**src/sbsr_regs.svh**
```systemverilog
/*
  status byte / service request constants: bit positions, widths, reset values.
  assumes inclusion by bare name from the design file.
*/
`ifndef SBSR_REGS_SVH
`define SBSR_REGS_SVH

// ----------------------------------------------------------------
// status byte bit positions
// ----------------------------------------------------------------
`define SBSR_BIT_MEAS 0
`define SBSR_BIT_UNUSED 1
`define SBSR_BIT_ERR 2
`define SBSR_BIT_QUES 3
`define SBSR_BIT_MAV 4
`define SBSR_BIT_STD 5
`define SBSR_BIT_RQS 6
`define SBSR_BIT_OPER 7

// ----------------------------------------------------------------
// widths and reset values
// ----------------------------------------------------------------
`define SBSR_BYTE_W 8
`define SBSR_EVT_W 16
`define SBSR_STD_W 8
`define SBSR_QDEPTH 16
`define SBSR_NUM_SETS 4
`define SBSR_NUM_QUEUES 2
`define SBSR_MASK_RESET 8'h00
`define SBSR_BYTE_ZERO 8'h00
`define SBSR_RESP_ZERO 16'h0000

`endif

```
**src/sbsr_pkg.sv**
```systemverilog
/*
  types shared by the status byte block: event register set selector and queue selector.
  assumes sbsr_regs.svh is on the include path.
*/
package sbsr_pkg;
  // order fixes the index of each set inside the design's arrays
  typedef enum logic [1:0] {
    SET_STD,
    SET_OPER,
    SET_MEAS,
    SET_QUES
  } sbsr_set_type;

  typedef enum logic [0:0] {
    Q_ERR,
    Q_OUT
  } sbsr_queue_type;
endpackage

```
**src/sbsr_status_byte.sv**
```systemverilog
/*
  status byte and service request logic of a measurement instrument: four event
  register sets, error and output queue occupancy, status byte, request enable
  mask, request-for-service flag, serial poll answer and the service request line.
  assumes the command parser turns common commands and bus polls into one-cycle
  strobes synchronous to mclk, and that the bus driver turns srq into the wire.
  the event enable registers have no read-back path in this block.
*/
// Notes on behaviour
// - two 8-bit registers: status byte and service request enable mask.
// - summary bits 0,2,3,4,5,7 follow their summary messages, never latched.
// - bit 0 shows enabled measurement event pending; bit 1 reads zero.
// - bit 2 set while the error queue holds a message.
// - bit 3 set while an enabled questionable event is pending.
// - bit 4 set while the output queue holds a response.
// - bit 5 set while an enabled standard event is pending.
// - bit 7 set while an enabled operation event is pending.
// - summary bits AND mask, ORed together, drive bit 6.
// - bit 6 is request flag on serial poll, master summary on query.
// - any enabled summary bit rising sets the request flag and requests service.
// - a completed serial poll clears the request flag.
// - after a poll, a new occurrence of the same event requests again; a new entry into a non-empty output queue does not.
// - poll leaves master summary alone; it holds while any enabled summary bit set.
// - reading the standard event register clears it, dropping bit 5.
// - mask write takes a value 0 to 255 as the eight enable bits.
// - mask query returns the mask; status query returns the status byte.
// - mask clears at power-up or when zero is written.
// - clear-status and status-preset leave the mask unchanged.
// - controller reads the byte by poll sequence, finds requester by srq.
// - with mask 4, an error entering the queue sets bits 2 and 6.
// - each set's summary is OR of latched events ANDed with enables.
// - power-on clears every status register; both queues start empty.
// - each queue raises its summary bit while holding an entry.
`timescale 1ns/1ps
`include "sbsr_regs.svh"

module sbsr_status_byte #(
  parameter int EVT_W = `SBSR_EVT_W,
  parameter int STD_W = `SBSR_STD_W,
  parameter int QDEPTH = `SBSR_QDEPTH
) (
  input wire logic mclk,
  input wire logic rst_n,
  // event sources, one-cycle pulses per event bit
  input wire logic [STD_W-1:0] std_event_in,
  input wire logic [EVT_W-1:0] oper_event_in,
  input wire logic [EVT_W-1:0] meas_event_in,
  input wire logic [EVT_W-1:0] ques_event_in,
  // event register set access
  input wire sbsr_pkg::sbsr_set_type evt_sel,
  input wire logic evt_en_wr,
  input wire logic [EVT_W-1:0] evt_en_wdata,
  input wire logic evt_rd,
  input wire logic clear_status,
  input wire logic status_preset,
  // queue occupancy
  input wire logic err_push,
  input wire logic err_pop,
  input wire logic err_clear,
  input wire logic out_push,
  input wire logic out_pop,
  // common commands
  input wire logic mask_wr,
  input wire logic [`SBSR_BYTE_W-1:0] mask_wdata,
  input wire logic mask_query,
  input wire logic stb_query,
  output logic [EVT_W-1:0] resp_data_r,
  output logic resp_valid_r,
  // serial poll
  input wire logic spoll_done,
  output logic [`SBSR_BYTE_W-1:0] spoll_byte_r,
  output logic spoll_valid_r,
  output logic srq,
  // status visibility
  output logic [`SBSR_BYTE_W-1:0] status_summary_byte,
  output logic [`SBSR_BYTE_W-1:0] request_enable_mask_r,
  output logic error_queue_nonempty,
  output logic questionable_summary,
  output logic standard_event_summary,
  output logic operation_summary
);

  localparam int CNT_W = $clog2(QDEPTH + 1);
  // standard enable bits above STD_W could never meet an event, so they are not stored
  localparam logic [EVT_W-1:0] STD_KEEP = EVT_W'((1 << STD_W) - 1);

  // ----------------------------------------------------------------
  // elaboration checks
  // ----------------------------------------------------------------
  if (STD_W < 1 || STD_W > EVT_W) begin : g_bad_std
    $error("standard event width must lie between 1 and the event width");
  end
  if (EVT_W < 1 || EVT_W > 16) begin : g_bad_evt
    $error("event width must lie between 1 and 16");
  end
  if (QDEPTH < 1) begin : g_bad_q
    $error("queue depth must be at least 1");
  end
  // the set and queue arrays are indexed directly by the package's enum codes
  if ((1 << $bits(sbsr_pkg::sbsr_set_type)) != `SBSR_NUM_SETS) begin : g_bad_sets
    $error("every set selector code must name one event register set");
  end
  if ((1 << $bits(sbsr_pkg::sbsr_queue_type)) != `SBSR_NUM_QUEUES) begin : g_bad_queues
    $error("every queue code must name one queue");
  end

  // ----------------------------------------------------------------
  // event register sets
  // ----------------------------------------------------------------
  logic [EVT_W-1:0] evt_in [`SBSR_NUM_SETS];
  logic [EVT_W-1:0] event_r [`SBSR_NUM_SETS];
  logic [EVT_W-1:0] enable_r [`SBSR_NUM_SETS];
  logic [`SBSR_NUM_SETS-1:0] set_summary;
  logic [`SBSR_NUM_SETS-1:0] set_fresh;

  assign evt_in[sbsr_pkg::SET_STD] = EVT_W'(std_event_in);
  assign evt_in[sbsr_pkg::SET_OPER] = oper_event_in;
  assign evt_in[sbsr_pkg::SET_MEAS] = meas_event_in;
  assign evt_in[sbsr_pkg::SET_QUES] = ques_event_in;

  for (genvar s = 0; s < `SBSR_NUM_SETS; s++) begin : g_set
    logic sel_hit;
    assign sel_hit = (evt_sel == sbsr_pkg::sbsr_set_type'(s));

    // an event arriving in the clearing cycle survives the clear
    always_ff @(posedge mclk or negedge rst_n) begin
      if (!rst_n) begin
        event_r[s] <= '0;
      end else if (clear_status || (evt_rd && sel_hit)) begin
        event_r[s] <= evt_in[s];
      end else begin
        event_r[s] <= event_r[s] | evt_in[s];
      end
    end

    // status preset spares the standard event enable
    always_ff @(posedge mclk or negedge rst_n) begin
      if (!rst_n) begin
        enable_r[s] <= '0;
      end else if (evt_en_wr && sel_hit) begin
        if (s == sbsr_pkg::SET_STD) begin
          enable_r[s] <= evt_en_wdata & STD_KEEP;
        end else begin
          enable_r[s] <= evt_en_wdata;
        end
      end else if (status_preset && s != sbsr_pkg::SET_STD) begin
        enable_r[s] <= '0;
      end
    end

    assign set_summary[s] = |(event_r[s] & enable_r[s]);
    // a new enabled occurrence, even onto an already latched bit
    assign set_fresh[s] = |(evt_in[s] & enable_r[s]);
  end

  // ----------------------------------------------------------------
  // queue occupancy
  // ----------------------------------------------------------------
  logic [CNT_W-1:0] qcnt_r [`SBSR_NUM_QUEUES];
  logic [`SBSR_NUM_QUEUES-1:0] q_push;
  logic [`SBSR_NUM_QUEUES-1:0] q_pop;
  logic [`SBSR_NUM_QUEUES-1:0] q_clr;
  logic [`SBSR_NUM_QUEUES-1:0] q_nonempty;

  assign q_push = {out_push, err_push};
  assign q_pop = {out_pop, err_pop};
  // clear-status empties the error queue but never the output queue
  assign q_clr = {1'b0, clear_status | err_clear};

  for (genvar q = 0; q < `SBSR_NUM_QUEUES; q++) begin : g_queue
    logic q_full;
    logic q_empty;
    logic do_push;
    logic do_pop;
    assign q_full = (qcnt_r[q] == CNT_W'(QDEPTH));
    assign q_empty = (qcnt_r[q] == '0);
    // a push into a full queue is dropped, a pop from empty is ignored
    assign do_push = q_push[q] && !q_full;
    assign do_pop = q_pop[q] && !q_empty;

    always_ff @(posedge mclk or negedge rst_n) begin
      if (!rst_n) begin
        qcnt_r[q] <= '0;
      end else if (q_clr[q]) begin
        qcnt_r[q] <= CNT_W'(q_push[q]);
      end else if (do_push && !do_pop) begin
        qcnt_r[q] <= qcnt_r[q] + CNT_W'(1);
      end else if (do_pop && !do_push) begin
        qcnt_r[q] <= qcnt_r[q] - CNT_W'(1);
      end
    end

    assign q_nonempty[q] = !q_empty;
  end

  // ----------------------------------------------------------------
  // status byte
  // ----------------------------------------------------------------
  logic [`SBSR_BYTE_W-1:0] summary_bits;
  logic [`SBSR_BYTE_W-1:0] fresh_bits;
  logic [`SBSR_BYTE_W-1:0] enabled_bits;
  logic [`SBSR_BYTE_W-1:0] enabled_prev_r;
  logic master_summary;

  assign error_queue_nonempty = q_nonempty[sbsr_pkg::Q_ERR];
  assign questionable_summary = set_summary[sbsr_pkg::SET_QUES];
  assign standard_event_summary = set_summary[sbsr_pkg::SET_STD];
  assign operation_summary = set_summary[sbsr_pkg::SET_OPER];

  // summary bits are wires from their sources, nothing latches here
  always_comb begin
    summary_bits = `SBSR_BYTE_ZERO;
    summary_bits[`SBSR_BIT_MEAS] = set_summary[sbsr_pkg::SET_MEAS];
    summary_bits[`SBSR_BIT_UNUSED] = 1'b0;
    summary_bits[`SBSR_BIT_ERR] = error_queue_nonempty;
    summary_bits[`SBSR_BIT_QUES] = questionable_summary;
    summary_bits[`SBSR_BIT_MAV] = q_nonempty[sbsr_pkg::Q_OUT];
    summary_bits[`SBSR_BIT_STD] = standard_event_summary;
    summary_bits[`SBSR_BIT_OPER] = operation_summary;
  end

  always_comb begin
    fresh_bits = `SBSR_BYTE_ZERO;
    fresh_bits[`SBSR_BIT_MEAS] = set_fresh[sbsr_pkg::SET_MEAS];
    fresh_bits[`SBSR_BIT_ERR] = err_push;
    fresh_bits[`SBSR_BIT_QUES] = set_fresh[sbsr_pkg::SET_QUES];
    // an output queue push retriggers only through its summary rising
    fresh_bits[`SBSR_BIT_MAV] = 1'b0;
    fresh_bits[`SBSR_BIT_STD] = set_fresh[sbsr_pkg::SET_STD];
    fresh_bits[`SBSR_BIT_OPER] = set_fresh[sbsr_pkg::SET_OPER];
  end

  // mask bit 6 has no summary bit behind it and so never contributes
  assign enabled_bits = summary_bits & request_enable_mask_r;
  assign master_summary = |enabled_bits;

  always_comb begin
    status_summary_byte = summary_bits;
    status_summary_byte[`SBSR_BIT_RQS] = master_summary;
  end

  // ----------------------------------------------------------------
  // service request enable mask
  // ----------------------------------------------------------------
  // clear-status and preset do not reach this register
  always_ff @(posedge mclk or negedge rst_n) begin
    if (!rst_n) begin
      request_enable_mask_r <= `SBSR_MASK_RESET;
    end else if (mask_wr) begin
      request_enable_mask_r <= mask_wdata;
    end
  end

  // ----------------------------------------------------------------
  // request-for-service flag
  // ----------------------------------------------------------------
  logic rqs_r;
  logic rqs_set;
  logic [`SBSR_BYTE_W-1:0] rise_bits;
  logic fresh_hit;

  // zero after reset matches the idle level, so release makes no false rise
  always_ff @(posedge mclk or negedge rst_n) begin
    if (!rst_n) begin
      enabled_prev_r <= `SBSR_BYTE_ZERO;
    end else begin
      enabled_prev_r <= enabled_bits;
    end
  end

  // a rising enabled summary bit requests service
  assign rise_bits = enabled_bits & ~enabled_prev_r;
  // a fresh enabled occurrence requests again even behind an already latched bit
  assign fresh_hit = |(fresh_bits & request_enable_mask_r);
  assign rqs_set = (|rise_bits) || fresh_hit;

  // a poll that meets a new request in the same cycle leaves the flag set
  always_ff @(posedge mclk or negedge rst_n) begin
    if (!rst_n) begin
      rqs_r <= 1'b0;
    end else if (rqs_set) begin
      rqs_r <= 1'b1;
    end else if (spoll_done) begin
      rqs_r <= 1'b0;
    end
  end

  // level request straight from the flag; wire timing belongs to the bus driver
  assign srq = rqs_r;

  // ----------------------------------------------------------------
  // serial poll answer
  // ----------------------------------------------------------------
  logic [`SBSR_BYTE_W-1:0] spoll_byte_nxt;

  // the poll byte carries the flag in bit 6, never the master summary
  always_comb begin
    spoll_byte_nxt = summary_bits;
    spoll_byte_nxt[`SBSR_BIT_RQS] = rqs_r;
  end

  always_ff @(posedge mclk or negedge rst_n) begin
    if (!rst_n) begin
      spoll_byte_r <= `SBSR_BYTE_ZERO;
    end else if (spoll_done) begin
      spoll_byte_r <= spoll_byte_nxt;
    end
  end

  always_ff @(posedge mclk or negedge rst_n) begin
    if (!rst_n) begin
      spoll_valid_r <= 1'b0;
    end else begin
      spoll_valid_r <= spoll_done;
    end
  end

  // ----------------------------------------------------------------
  // query answers
  // ----------------------------------------------------------------
  // one answer per cycle: status byte first, then mask, then event read
  // a losing query gets no answer of its own, so the parser issues one at a time
  always_ff @(posedge mclk or negedge rst_n) begin
    if (!rst_n) begin
      resp_data_r <= '0;
    end else if (stb_query) begin
      resp_data_r <= EVT_W'(status_summary_byte);
    end else if (mask_query) begin
      resp_data_r <= EVT_W'(request_enable_mask_r);
    end else if (evt_rd) begin
      resp_data_r <= event_r[evt_sel];
    end
  end

  always_ff @(posedge mclk or negedge rst_n) begin
    if (!rst_n) begin
      resp_valid_r <= 1'b0;
    end else begin
      resp_valid_r <= stb_query | mask_query | evt_rd;
    end
  end

endmodule

```
**config.mk**
```make
export PLATFORM = sky130hd
export DESIGN_NAME = sbsr_status_byte
export DESIGN_NICKNAME = d
export VERILOG_FILES = /design/src/sbsr_pkg.sv /design/src/sbsr_status_byte.sv
export VERILOG_INCLUDE_DIRS = /design/src
export SDC_FILE = /design/constraint.sdc
export NUM_CORES = 1
export LEC_CHECK = 0
export ABC_AREA = 1
export BUFFER_PORTS_ARGS = -buffer_cell sky130_fd_sc_hd__buf_2
export CORE_MARGIN = 2
export CORE_UTILIZATION = 62
export CTS_BUF_LIST = sky130_fd_sc_hd__clkbuf_8
export CTS_CLUSTER_DIAMETER = 100
export DETAILED_ROUTE_END_ITERATION = 8
export GPL_TIMING_DRIVEN = 0
export PLACE_DENSITY = 0.88
export SYNTH_ARGS = -nofsm -noshare
export SYNTH_HDL_FRONTEND = slang
export SYNTH_SLANG_ARGS = --single-unit
```
**constraint.sdc**
```tcl
create_clock -name mclk -period 6.7 [get_ports mclk]
set_clock_uncertainty 0.15 [all_clocks]
set_input_delay 0.335 -clock mclk [delete_from_list [all_inputs] [get_ports mclk]]
set_output_delay 0.335 -clock mclk [all_outputs]
set_load 0.01 [all_outputs]
```
==> run_results.csv <==
group,metric,value,unit
status,status,"completed",
synth,ys.flop_type,"dfrtp_1",
global_route,grt_pass1_wl,35820,um
placement,place_area,0.008527,mm^2
floorplan,rows,40,
run,cap_violations,0,
finish,final_layout_size_suffix_gt1_share,20.17,%
setup_path,slowest_stage,"dfrtp_1",
setup_path,timing.rr.start,"qcnt_r[5]",
clock_network,cts-root-buf,"clkbuf_8",
sta,timing.hold.ws,0.04365,ns
detailed_routing,first_pass_iters,5,
detailed_routing,drc_errors,0,
detailed_routing,drt_wl_total,23060,um
global_route,overflow,0,
setup_path,critical_path_class,"reg2reg",
global_route,grt_util_all_layers,36.25,%
setup_path,critPathLaunch,"qcnt_r[5]",
sta,fin_crit,2.769,ns
placement,gp_congestion,0.9262,
hold_path,hold_start,"evt_en_wdata[10]",
sta,finalHoldViolCount,0,
detailed_routing,vias_per_cell,5.759,
sta,setup_viol,0,
global_route,antenna_found_initial,0,
power_and_ir_drop,vdd_drop_max,167.6,uV
detailed_routing,ant_nets,0,
sta,fin_tns_setup,0,ns
placement,hpwl,15730,um
sta,worst_pin_slew,0.5610,ns
setup_path,cp-end-kind,"flop",
floorplan,start_util,63.31,%
sta,fmax,361.1,MHz
synth,synth_edf_count,0,
synth,synthArstFlopShare,100.0,%
power_and_ir_drop,cellPowerDensity,257.9,mW/mm^2
setup_path,crit_path_max_fanout,7,
detailed_routing,num_vias,7447,
synth,ys_types,40,
clock_network,htree_levels,4,
global_route,grt_pass1_vias,7111,
floorplan,die_width,114.8,um
hold_path,hold_path_end,"enable_r[26]",
synth,synthCells,901,
global_route,grt_max_degree,105,
finish,syn_to_final_growth,27.34,%
setup_path,startpoint_type,"flop",
clock_network,clock_sinks,162,
floorplan,die_area,0.01317,mm^2
hold_path,min_path_type,"in2reg",
synth,syn_area_per_cell,8.440,um^2
clock_network,tritoncts.num_buffers,17,
clock_network,clk_transition_reported_paths,0.09,ns
setup_path,cpPeakStageDelay,0.45,ns
finish,layout.nets,1238,
clock_network,cts_tree,"done",
sta,grt_setup_unrepaired,"false",
detailed_routing,wl_per_cell,17.83,um
synth,netlist_area,0.007605,mm^2
placement,placement.io_buffers,140,
setup_path,reg2reg_to,"qcnt_r[9]",
finish,final_cell_mix,"nand2_1, dfrtp_1, buf_2, inv_1, o21ai_0",
sta,maxSlewViolCount,0,
setup_path,path_common_cell,"nand2_1",
setup_path,ff2ff_setup_slack,3.93,ns
floorplan,pin_count,144,
setup_path,reg2reg_depth,14,
synth,seq_area_frac_synth,53.31,%
setup_path,cp_cell_sequence,"nor2_1 > nand3_2 > nand2_1 > nand3_2 > fa_1 > nand2_1 > nand2_1 > a21oi_1 > inv_1 > nand2_1 > nand2_1 > xor2_1 > nand2_1 > o21ai_0",
setup_path,cp.required,6.90,ns
sta,relSlewSlack,62.60,%
clock_network,post_cts_buffers,0,
floorplan,fp.dieH,114.8,um
setup_path,cp.arrival,2.97,ns
finish,mostFrequentLayoutCell,"nand2_1",
clock_network,insertion_delay,0.48,ns
hold_path,whs_path_depth,3,
sta,post-route-period-util,41.33,%
power_and_ir_drop,p_leak,4.970,nW
synth,synth_warnings,0,
detailed_routing,drtIter0Drc,948,
synth,ys_ff_latch,162,
floorplan,fp.coreArea,0.01201,mm^2
finish,final_area,0.009684,mm^2
clock_network,cts.path.max_buffers,2,
==> worst max-delay path by stage <==
| stage | endpoint | cells past startpoint |
|---|---|---|
| detailed placement | qcnt_r[9] | 14 |
| global route | status_summary_byte[6] | 10 |
| finish | qcnt_r[9] | 14 |
| global placement | event_r[4] | 1 |
| floorplan | qcnt_r[4] | 12 |
| CTS | status_summary_byte[6] | 10 |
==> cells in the mapped netlist, types with 2 or more instances <==
cell type    n  area, um^2
nand4_1      3       18.77
nor2_1      53       198.9
o21ai_1      2       10.01
nand2_1    260       975.9
nand3_2      2       20.02
o21ai_0     93       465.5
dfrtp_1    162        4054
inv_2        3       11.26
clkinv_1     2       7.510
o21ai_2      2       17.52
nand3_1     50       250.2
a22oi_1      3       22.52
a21o_1       2       15.01
buf_2       10       50.05
o21bai_1    19       142.6
a31o_2      23       201.4
nand2_2      2       12.51
fa_1         2       40.04
or2_2        3       18.77
a21oi_1     24       120.1
buf_1        3       11.26
a31oi_1      3       18.77
xor2_1       3       26.28
ha_1         7       87.58
o22ai_1     25       156.4
buf_4        8       60.06
inv_1      104       390.4
o2111ai_1    7       61.31
nor2_4       2       22.52
clkbuf_1     9       33.78
==> cells by family after synthesis <==
kind of cell               synth area share [%]
AOI/OAI and AO/OA                         16.45
DFF                                       53.31
other                                   0.04931
muxes                                    0.2797
xor gates and xnor gates                 0.4608
and+or+nand+nor                           20.20
adders and majority gates                 1.678
buffers and inverters                     7.568
==> flip-flops by register name (all words and copies together), names as in the netlist <==
signal,cells
request_enable_mask_r,8
spoll_byte_r,7
spoll_valid_r,1
enable_r,56
resp_valid_r,1
event_r,56
enabled_prev_r,6
resp_data_r,16
qcnt_r,10
srq,1
==> metrics by stage <==
stage / setup slack, ns / power [mW] / std cells / utilization (%)
after floorplan: 4.336 / 1.454 / 902 / -
after global placement: 2.782 / 1.627 / 1189 / 70.71
after detailed placement: 4.045 / 1.650 / 1190 / 70.99
after CTS: 3.999 / 2.478 / 1292 / 80.60
after global routing: 3.795 / 2.608 / 1292 / 80.60
final: 3.931 / 2.497 / 1293 / 80.63
==> where the power goes <==
group / internal (mW) / leakage, nW / switching [mW]
combinational: 0.224 / 2.78 / 0.315
sequential: 1.07 / 1.97 / 0.0781
clock: 0.437 / 0.227 / 0.371
==> repair_timing <==
| item | 4_1_cts | 5_1_grt |
|---|---|---|
| hold buffers | 70 | 0 |
| gates resized for setup | 0 | 0 |
| endpoints found under the hold margin | 124 | 0 |
==> final cells by class <==
type,count,area (um^2)
repair buffers,211,1435
clock inverters,12,178.9
diodes,1,2.502
multi-input cells,600,2979
flip-flops and latches,162,4054
inverters,109,409.1
plain buffers,31,166.4
fillers,750,2327
clock buffers,20,275.3
well taps,147,183.9
==> critical path, delay by kind of cell, from the launching register on <==
kind	cells	cell delay, ns
buffers and inverters	1	0.06
DFF	1	0.45
xor gates and xnor gates	1	0.14
and+or+nand+nor	9	1.14
adders and majority gates	1	0.45
AOI/OAI and AO/OA	2	0.27
==> routing by layer <==
layer  up-vias  GRT usage [%]  routed length (um)
li1       3407              -                   -
met1      3519          45.88                8874
met2       447          60.47               11230
met3        74          9.647                2223
met4         0          13.73                 727
met5         -              0                   0
(Power assumes the default switching activity.)
